**config.mk**
```make
export PLATFORM = sky130hd
export DESIGN_NAME = mem_init_seq
export DESIGN_NICKNAME = d
export VERILOG_FILES = /design/src/rtl/mem_init_seq_pkg.sv /design/src/rtl/mem_init_seq.sv
export VERILOG_INCLUDE_DIRS = /design/src /design/src/rtl
export SDC_FILE = /design/constraint.sdc
export NUM_CORES = 1
export LEC_CHECK = 0
export BUFFER_PORTS_ARGS = -buffer_cell sky130_fd_sc_hd__clkbuf_2
export CORE_AREA = 3 3 88 152
export DETAILED_ROUTE_END_ITERATION = 8
export DIE_AREA = 0 0 91 155
export PLACE_DENSITY = 0.75
export SKIP_LAST_GASP = 1
export SYNTH_ARGS = -nofsm -noshare
export SYNTH_HDL_FRONTEND = slang
export SYNTH_SLANG_ARGS = --single-unit
```
**constraint.sdc**
```tcl
create_clock -name I_CLK_SYS -period 2.3 [get_ports I_CLK_SYS]
set_input_delay 0.23 -clock I_CLK_SYS [delete_from_list [all_inputs] [get_ports I_CLK_SYS]]
set_output_delay 0.23 -clock I_CLK_SYS [all_outputs]
set_load 0.05 [all_outputs]
```
**src/rtl/mem_init_seq_defines.svh**
```systemverilog
// Purpose: constants for the memory bring-up sequencer
// Assumes: included by bare name
// Notes:   halt codes are 8-bit, error codes are 16-bit, per-slot ones with slot index in low nibble
`ifndef MEM_INIT_SEQ_DEFINES_SVH
`define MEM_INIT_SEQ_DEFINES_SVH
`define HALT_LOCKED        8'hE9
`define HALT_NO_MEMORY     8'hE8
`define HALT_POPULATION    8'hED
`define HALT_TRAINING      8'hEA
`define HALT_THERMAL       8'hEF
`define SHOW_SELF_TEST     8'hEB
`define ERR_RAS_FALLBACK   16'h8500
`define ERR_POPULATION     16'h8501
`define ERR_SELF_TEST      16'h8520
`define ERR_DISABLED       16'h8540
`define ERR_PRESENCE       16'h8560
`define SENSOR_RAS_TYPE    8'h0C
`define MAX_SPARE_RANKS    4'h4
`define MAX_RANKS          4'h8
`define RM_TWO             3'h2
`define RM_FOUR            3'h4
`endif

```
**src/rtl/mem_init_seq_pkg.sv**
```systemverilog
// Purpose: types for the memory bring-up sequencer
// Assumes: nothing
// Notes:   code kinds tell the logger how to treat each code
package mem_init_seq_pkg;
  typedef enum logic [1:0] {
    KIND_PROGRESS = 2'h0,
    KIND_HALT     = 2'h1,
    KIND_ERROR    = 2'h2,
    KIND_EVENT    = 2'h3
  } code_kind_t;
  typedef struct packed {
    code_kind_t  kind;
    logic [15:0] value;
  } code_t;
  // per-slot presence-detect summary captured from the DIMM
  typedef struct packed {
    logic       present;
    logic       read_err;
    logic       supported;
    logic       quad_rank;
    logic       load_reduced;
    logic       rank_mult;
    logic [2:0] rm_factor;
  } slot_info_t;
  typedef enum logic [3:0] {
    ST_IDLE    = 4'h0,
    ST_DISCVR  = 4'h1,
    ST_POPCHK  = 4'h3,
    ST_TRAIN   = 4'h2,
    ST_THERMAL = 4'h6,
    ST_SELFTST = 4'h7,
    ST_CLEAR   = 4'h5,
    ST_RAS     = 4'h4,
    ST_RUN     = 4'hC,
    ST_HALT    = 4'hD,
    ST_EMIT    = 4'hF
  } state_t;
endpackage : mem_init_seq_pkg

```
**src/rtl/mem_init_seq.sv**
```systemverilog
// Purpose: power-on memory bring-up sequencer with error reporting
// Assumes: channel-side engines answer each request with a done pulse
// Notes:   codes leave one per cycle on O_CODE with O_CODE_VALID
`timescale 1ns/1ps
`include "mem_init_seq_defines.svh"
module mem_init_seq
  import mem_init_seq_pkg::*;
#(
  parameter int CHANNELS = 4,
  parameter int SLOTS    = 3
) (
  input  wire logic                        I_CLK_SYS,
  input  wire logic                        I_RST,
  input  wire logic                        i_start,
  input  wire logic                        i_mem_locked,
  input  wire slot_info_t [CHANNELS*SLOTS-1:0] i_slot_info,
  input  wire logic                        i_step_done,
  input  wire logic [CHANNELS-1:0]         i_train_ok,
  input  wire logic                        i_thermal_cfg_err,
  input  wire logic [CHANNELS*SLOTS-1:0]   i_selftest_fail,
  input  wire logic [1:0]                  i_ras_select,
  input  wire logic [3:0]                  i_spare_ranks,
  input  wire logic [3:0]                  i_total_ranks,
  input  wire logic                        i_rd_correctable,
  input  wire logic                        i_patrol_uncorrected,
  output logic                             o_step_req,
  output code_t                            O_CODE,
  output logic                             O_CODE_VALID,
  output logic [CHANNELS*SLOTS-1:0]        O_DIMM_ENABLE,
  output logic                             O_ECC_ENABLE,
  output logic                             O_ZERO_FILL,
  output logic [1:0]                       O_RAS_MODE,
  output logic                             O_WRITE_BACK,
  output logic                             O_POISON,
  output logic                             O_HALTED
);
  localparam int N = CHANNELS * SLOTS;

  // --------------------------------------------------------------
  // helpers
  // --------------------------------------------------------------
  // disable a slot and every slot behind it on the channel
  function automatic logic [N-1:0] cascade(input logic [N-1:0] en, input int idx);
    logic [N-1:0] r;
    r = en;
    for (int s = 0; s < SLOTS; s++) begin
      if ((idx % SLOTS) <= s) r[(idx / SLOTS) * SLOTS + s] = 1'b0;
    end
    return r;
  endfunction : cascade

  // --------------------------------------------------------------
  // state
  // --------------------------------------------------------------
  state_t           st_q, st_d, ret_q, ret_d;
  logic [N-1:0]     en_q, en_d, pend_q, pend_d;
  logic [15:0]      tag_q, tag_d;
  logic [N-1:0]     err_q, err_d;
  code_t            code_q, code_d;
  logic             cv_q, cv_d, ecc_q, ecc_d, zf_q, zf_d, req_q, req_d;
  logic [1:0]       ras_q, ras_d;
  logic             halt_q, halt_d, wb_q, wb_d, poi_q, poi_d;
  logic [7:0]       hcode_q, hcode_d;
  logic             ras_ok;
  logic             any_lr, any_rd, any_dm, any_rm, fatal_pop, tr_any;
  logic [N-1:0]     fill_bad, disc_en;

  // --------------------------------------------------------------
  // combinational population checks
  // --------------------------------------------------------------
  always_comb begin
    any_lr = 1'b0;
    any_rd = 1'b0;
    any_dm = 1'b0;
    any_rm = 1'b0;
    fatal_pop = 1'b0;
    fill_bad = '0;
    for (int i = 0; i < N; i++) begin
      if (i_slot_info[i].present && !i_slot_info[i].read_err) begin
        any_lr |= i_slot_info[i].load_reduced;
        any_rd |= !i_slot_info[i].load_reduced;
        any_dm |= i_slot_info[i].load_reduced && !i_slot_info[i].rank_mult;
        any_rm |= i_slot_info[i].load_reduced && i_slot_info[i].rank_mult;
        if (!i_slot_info[i].supported) fatal_pop = 1'b1;
        // rank multiplication 2/4 lets a quad-rank sit in slot 2
        if ((i % SLOTS) == 2 && SLOTS == 3 && i_slot_info[i].quad_rank &&
            !(i_slot_info[i].load_reduced && i_slot_info[i].rank_mult &&
              (i_slot_info[i].rm_factor == `RM_TWO ||
               i_slot_info[i].rm_factor == `RM_FOUR))) fatal_pop = 1'b1;
        if ((i % SLOTS) != 0 && !i_slot_info[i-1].present)
          fill_bad[(i / SLOTS) * SLOTS] = 1'b1;
      end
    end
    if ((any_lr && any_rd) || (any_dm && any_rm)) fatal_pop = 1'b1;
    // slots that survive discovery: present and not at or behind a read error
    disc_en = '0;
    for (int i = 0; i < N; i++) disc_en[i] = i_slot_info[i].present;
    for (int i = 0; i < N; i++) begin
      if (i_slot_info[i].present && i_slot_info[i].read_err) disc_en = cascade(disc_en, i);
    end
    // a trained but empty channel does not count as a working one
    tr_any = 1'b0;
    for (int i = 0; i < N; i++) begin
      if (en_q[i] && i_train_ok[i / SLOTS]) tr_any = 1'b1;
    end
    // sparing limited in spare and total ranks; any mode needs an enabled slot
    ras_ok = (i_ras_select != 2'h2 || (i_spare_ranks <= `MAX_SPARE_RANKS &&
              i_total_ranks <= `MAX_RANKS)) && (|en_q);
  end

  // --------------------------------------------------------------
  // sequencer next state
  // --------------------------------------------------------------
  // a step is requested only on entry to its waiting state, so a fast done
  // pulse can never arrive while codes are still streaming out
  always_comb begin
    st_d    = st_q;
    ret_d   = ret_q;
    en_d    = en_q;
    pend_d  = pend_q;
    tag_d   = tag_q;
    err_d   = err_q;
    code_d  = code_q;
    cv_d    = 1'b0;
    ecc_d   = ecc_q;
    zf_d    = zf_q;
    req_d   = 1'b0;
    ras_d   = ras_q;
    halt_d  = halt_q;
    hcode_d = hcode_q;
    wb_d    = 1'b0;
    poi_d   = 1'b0;
    case (st_q)
      ST_IDLE: if (i_start) st_d = ST_DISCVR;
      ST_DISCVR: begin
        if (i_mem_locked) begin
          hcode_d = `HALT_LOCKED;
          st_d    = ST_HALT;
        end else begin
          // channels with a hole stay off from the start; popcheck reports them
          for (int i = 0; i < N; i++) begin
            err_d[i]  = i_slot_info[i].present && i_slot_info[i].read_err;
            pend_d[i] = i_slot_info[i].present && !disc_en[i];
            en_d[i]   = disc_en[i] && !fill_bad[(i / SLOTS) * SLOTS];
          end
          tag_d = `ERR_PRESENCE;
          ret_d = ST_POPCHK;
          st_d  = ST_EMIT;
        end
      end
      ST_POPCHK: begin
        if (fatal_pop) begin
          code_d  = '{KIND_ERROR, `ERR_POPULATION};
          cv_d    = 1'b1;
          hcode_d = `HALT_POPULATION;
          st_d    = ST_HALT;
        end else begin
          err_d = '0;
          for (int i = 0; i < N; i++) begin
            pend_d[i] = fill_bad[(i / SLOTS) * SLOTS] && disc_en[i];
          end
          if (|fill_bad) begin
            code_d = '{KIND_ERROR, `ERR_POPULATION};
            cv_d   = 1'b1;
          end
          tag_d = 16'h0;
          ret_d = ST_TRAIN;
          st_d  = ST_EMIT;
        end
      end
      ST_TRAIN: if (i_step_done) begin
        for (int i = 0; i < N; i++) begin
          if (!i_train_ok[i / SLOTS]) en_d[i] = 1'b0;
        end
        pend_d = en_q & ~en_d;
        err_d  = '0;
        tag_d  = 16'h0;
        if (|pend_d) begin
          code_d = '{KIND_PROGRESS, {8'h00, `HALT_TRAINING}};
          cv_d   = 1'b1;
        end
        // with no trained channel the 854x codes still go out before the halt
        if (!tr_any) begin
          hcode_d = `HALT_TRAINING;
          ret_d   = ST_HALT;
        end else begin
          ret_d = ST_THERMAL;
        end
        st_d = ST_EMIT;
      end
      ST_THERMAL: if (i_step_done) begin
        if (i_thermal_cfg_err) begin
          hcode_d = `HALT_THERMAL;
          st_d    = ST_HALT;
        end else begin
          st_d  = ST_SELFTST;
          req_d = 1'b1;
        end
      end
      ST_SELFTST: if (i_step_done) begin
        err_d = i_selftest_fail & en_q;
        for (int i = 0; i < N; i++) begin
          if (err_d[i]) en_d = cascade(en_d, i);
        end
        pend_d = en_q & ~en_d;
        tag_d  = `ERR_SELF_TEST;
        if (|err_d) begin
          code_d = '{KIND_PROGRESS, {8'h00, `SHOW_SELF_TEST}};
          cv_d   = 1'b1;
        end
        ret_d = ST_CLEAR;
        st_d  = ST_EMIT;
        zf_d  = 1'b1;
      end
      ST_CLEAR: if (i_step_done) begin
        zf_d  = 1'b0;
        ecc_d = 1'b1;
        st_d  = ST_RAS;
      end
      ST_RAS: begin
        if (ras_ok) begin
          ras_d = i_ras_select;
          st_d  = ST_RUN;
        end else begin
          // the event record follows on the next cycle via the pending tag
          ras_d  = 2'h0;
          code_d = '{KIND_ERROR, `ERR_RAS_FALLBACK};
          cv_d   = 1'b1;
          pend_d = '0;
          err_d  = '0;
          tag_d  = {8'h00, `SENSOR_RAS_TYPE};
          ret_d  = ST_RUN;
          st_d   = ST_EMIT;
        end
      end
      ST_RUN: begin
        wb_d = i_rd_correctable;
        poi_d = i_patrol_uncorrected;
      end
      ST_EMIT: begin
        if (tag_q == {8'h00, `SENSOR_RAS_TYPE}) begin
          code_d = '{KIND_EVENT, tag_q};
          cv_d   = 1'b1;
          tag_d  = 16'h0;
        end else if (|err_q && tag_q != 16'h0) begin
          for (int i = N - 1; i >= 0; i--) begin
            if (err_q[i]) code_d = '{KIND_ERROR, tag_q | 16'(i)};
          end
          cv_d  = 1'b1;
          err_d = err_q & (err_q - 1'b1);
        end else if (|pend_q) begin
          for (int i = N - 1; i >= 0; i--) begin
            if (pend_q[i]) code_d = '{KIND_ERROR, `ERR_DISABLED | 16'(i)};
          end
          cv_d   = 1'b1;
          pend_d = pend_q & (pend_q - 1'b1);
        end else if (~|en_q && ret_q != ST_HALT && ret_q != ST_POPCHK) begin
          // popcheck still runs first so that fill-order codes are not lost
          hcode_d = `HALT_NO_MEMORY;
          st_d    = ST_HALT;
        end else begin
          st_d  = ret_q;
          req_d = (ret_q == ST_TRAIN) || (ret_q == ST_THERMAL) || (ret_q == ST_CLEAR);
        end
      end
      ST_HALT: begin
        halt_d = 1'b1;
        zf_d   = 1'b0;
        code_d = '{KIND_HALT, {8'h00, hcode_q}};
        cv_d   = !halt_q;
      end
      default: st_d = ST_IDLE;
    endcase
  end

  // registers only
  always_ff @(posedge I_CLK_SYS or posedge I_RST) begin
    if (I_RST) begin
      st_q <= ST_IDLE; ret_q <= ST_IDLE; en_q <= '0; pend_q <= '0; tag_q <= 16'h0;
      err_q <= '0; code_q <= '0; cv_q <= 1'b0; ecc_q <= 1'b0; zf_q <= 1'b0;
      req_q <= 1'b0; ras_q <= 2'h0; halt_q <= 1'b0; hcode_q <= 8'h00;
      wb_q <= 1'b0; poi_q <= 1'b0;
    end else begin
      st_q <= st_d; ret_q <= ret_d; en_q <= en_d; pend_q <= pend_d; tag_q <= tag_d;
      err_q <= err_d; code_q <= code_d; cv_q <= cv_d; ecc_q <= ecc_d; zf_q <= zf_d;
      req_q <= req_d; ras_q <= ras_d; halt_q <= halt_d; hcode_q <= hcode_d;
      wb_q <= wb_d; poi_q <= poi_d;
    end
  end

  assign o_step_req    = req_q;
  assign O_CODE        = code_q;
  assign O_CODE_VALID  = cv_q;
  assign O_DIMM_ENABLE = en_q;
  assign O_ECC_ENABLE  = ecc_q;
  assign O_ZERO_FILL   = zf_q;
  assign O_RAS_MODE    = ras_q;
  assign O_WRITE_BACK  = wb_q;
  assign O_POISON      = poi_q;
  assign O_HALTED      = halt_q;
endmodule : mem_init_seq

```
==> results.yml <==
die:
  die_area_sq_um: 14100
  rows: 53
  core_region_area_sq_um: 12200
  top_level_ports: 181
  initial_core_util: 0.469
  die_h_microns: 155
  die_w_microns: 91
clocking:
  cts_buffer_depth: 2
  clk_latency_ps: 340
  cts_sinks: 70
  cts_tree: "done"
  root_buffer: "clkbuf_16"
  path_clk_slew_ps: 60
  htree_levels: 3
  cts_buffers: 9
  holdBufCountCts: 0
timing:
  rsz0062_at_grt: "yes"
  slew_headroom: 0.464
  fin_crit_ps: 2570
  skew_ps: 7.88
  finalSetupViolations: 44
  worst_pin_slew_ps: 803
  hold_violations: 0
  slew_viol_final: 0
  min_period_over_period: 1.12
  max_freq_ghz: 0.389
  final.setup.worst_slack_ps: -270
final_layout:
  nNetsFinal: 1150
  n_fill_cell: 1027
  layout_common_cells: "buf_4 (173), clkbuf_2 (142), nand2_1 (73)"
  stdcell_area_sq_um: 8540
  final_cells: 1178
  drive_above_1_share: 0.420
  final-seq-area_sq_um: 1760
  synthToLayoutAreaGrowth_pct: 49.2
  antennaDiodeCount: 0
  multi_input_comb_area_sq_um: 3910
  layout_commonest_cell: "buf_4"
synth:
  synth-warning-count: 0
  synth_area_sq_um: 5720
  synth.distinct_cells: 80
  syn_avg_cell_area_sq_um: 8.17
  synth-edff-count: 0
  synth-seq-cells: 70
  syn_inst: 701
  ys_seq_area_frac: 0.306
  synthArstFlopShare: 1.00
  synth_flop_cell: "dfrtp_1"
worst_setup_path:
  path_max_fanout: 6
  r2r_slack_ps: -270
  path_class: "flip-flop to flip-flop"
  cp_num_buf_inv: 2
  timing.rr.end: "err_q[4]"
  critPathTopFamily: "simple AND/OR/NAND/NOR gates"
  rr_worst_depth: 9
  path_cells: "or3_4, buf_6, nor4_4, a311oi_4, nor3_2, a31oi_4, buf_12, nor2_4, mux2_4"
  slowest_delay_ps: 400
  critPathLaunchType: "flip-flop"
  endpoint_kind: "flip-flop"
  cp.arrival_ps: 2790
  r2r-start: "O_DIMM_ENABLE[7]"
  crit_required_ps: 2520
  cpMaxStageDelayCell: "dfrtp_2"
place:
  io_buffers: 142
  gp_congestion: 0.985
  dpl.cell_count: 1151
  dpl.hpwl_microns: 19300
  placed_area_sq_um: 7910
power_and_ir_drop:
  cellLeakagePower_nw: 3.96
  power.density_nw_per_um2: 1340
  vdd_drop_max_v: 0.000583
global_route:
  overflow: 0
  grt_max_degree: 35
  antenna_found_initial: 0
  first_global_vias: 7241
  grt_pass1_wl_microns: 37400
  grt_use_total: 0.342
run_status:
  violations: "negative setup slack"
  status: "finished, violations left"
detailed_routing:
  via_per_inst: 6.26
  wl_per_cell_microns: 21.3
  final_antenna_net_count: 0
  wl_microns: 25100
  drt_iter0_markers: 712
  first_pass_iters: 5
  drc: 0
  vias: 7375
min_path:
  hp-class: "input pin to async pin"
run:
  maxCapViolations: 0
==> how the worst max path moves through the flow <==
stage / startpoint / end / depth (start not counted)
6_report: O_DIMM_ENABLE[7] / err_q[4] / 9
5_1_grt: O_DIMM_ENABLE[7] / err_q[5] / 9
4_1_cts: O_DIMM_ENABLE[7] / err_q[5] / 9
3_5_place_dp: O_DIMM_ENABLE[7] / err_q[5] / 9
3_3_place_gp: O_DIMM_ENABLE[7] / err_q[1] / 9
2_1_floorplan: O_DIMM_ENABLE[3] / pend_q[1] / 7
==> state kept, by name, indices dropped and copies added (netlist names), 2 cells and up <==
name / flops
O_CODE: 10
O_DIMM_ENABLE: 12
O_RAS_MODE: 2
err_q: 12
hcode_q: 4
pend_q: 12
ret_q: 4
st_q: 4
tag_q: 3
==> layer usage <==
| metal | vias to the layer above | share of wire | track usage |
|---|---|---|---|
| met3 | 181 | 0.088 | 0.0682 |
| met4 | 0 | 0.11 | 0.332 |
| li1 | 3274 | - | - |
| met2 | 538 | 0.49 | 0.598 |
| met5 | - | 0 | 0 |
| met1 | 3382 | 0.31 | 0.326 |
==> cell usage after synthesis (all sizes together) (8+ instances only) <==
cell type	count	area share
nand2	75	0.049
dfrtp	70	0.31
o21ai	63	0.055
nor2	59	0.041
a21oi	45	0.041
inv	28	0.018
mux2	22	0.052
nand3	22	0.019
clkbuf	19	0.012
nand3b	18	0.024
buf	17	0.019
nor3	17	0.017
a31oi	14	0.018
nand2b	14	0.015
o22ai	13	0.014
nand4b	12	0.018
or3	12	0.015
and2	10	0.011
nor3b	10	0.013
nor4	10	0.018
nor2b	9	0.0098
o31ai	9	0.012
or4bb	9	0.018
a22o	8	0.012
nand4	8	0.0087
o211ai	8	0.010
==> where the power goes <==
group	internal, mW	switching, mW
Combinational	3.44	4.32
Clock	1.10	0.558
Sequential	1.67	0.352
Total	6.21	5.23
==> layout make-up <==
type | count | share of cell area
clock buffers | 10 | 0.0280
clock inverters | 6 | 0.0136
inverters | 28 | 0.0123
multi-input cells | 572 | 0.458
flip-flops and latches | 70 | 0.207
well taps | 165 | 0.0242
repair buffers | 327 | 0.257
==> metrics by stage <==
step | setup WS [ps] | total power, mW | util | hold slack (ps) | TNS (ps)
after detailed placement | -267 | 8.81 | 0.648 | 397 | -6900
after floorplan | -242 | 5.99 | - | 343 | -3740
after CTS | -245 | 10.9 | 0.691 | 52.7 | -5000
final | -270 | 11.4 | 0.700 | 24.7 | -6550
after global routing | -354 | 11.9 | 0.700 | 83.0 | -10240
after global placement | -227 | 8.72 | 0.648 | 396 | -5040
==> kinds of logic (layout without fill, tap and decap cells) <==
kind of cell,count (synthesis),after routing,share of synthesized area
and+or+nand+nor,303,303,0.300
muxes,27,27,0.0605
other,1,6,0.000655
adders and majority gates,1,1,0.00175
buffers and inverters,64,371,0.0496
AOI/OAI and AO/OA,230,230,0.274
DFF,70,70,0.306
xor gates and xnor gates,5,5,0.00765
==> repair_timing <==
item                       in CTS  in global routing
pin swaps                      12                 13
buffers inserted               10                  4
setup endpoints to repair      42                 50
resized for setup              27                 20
(Power assumes the default switching activity.)
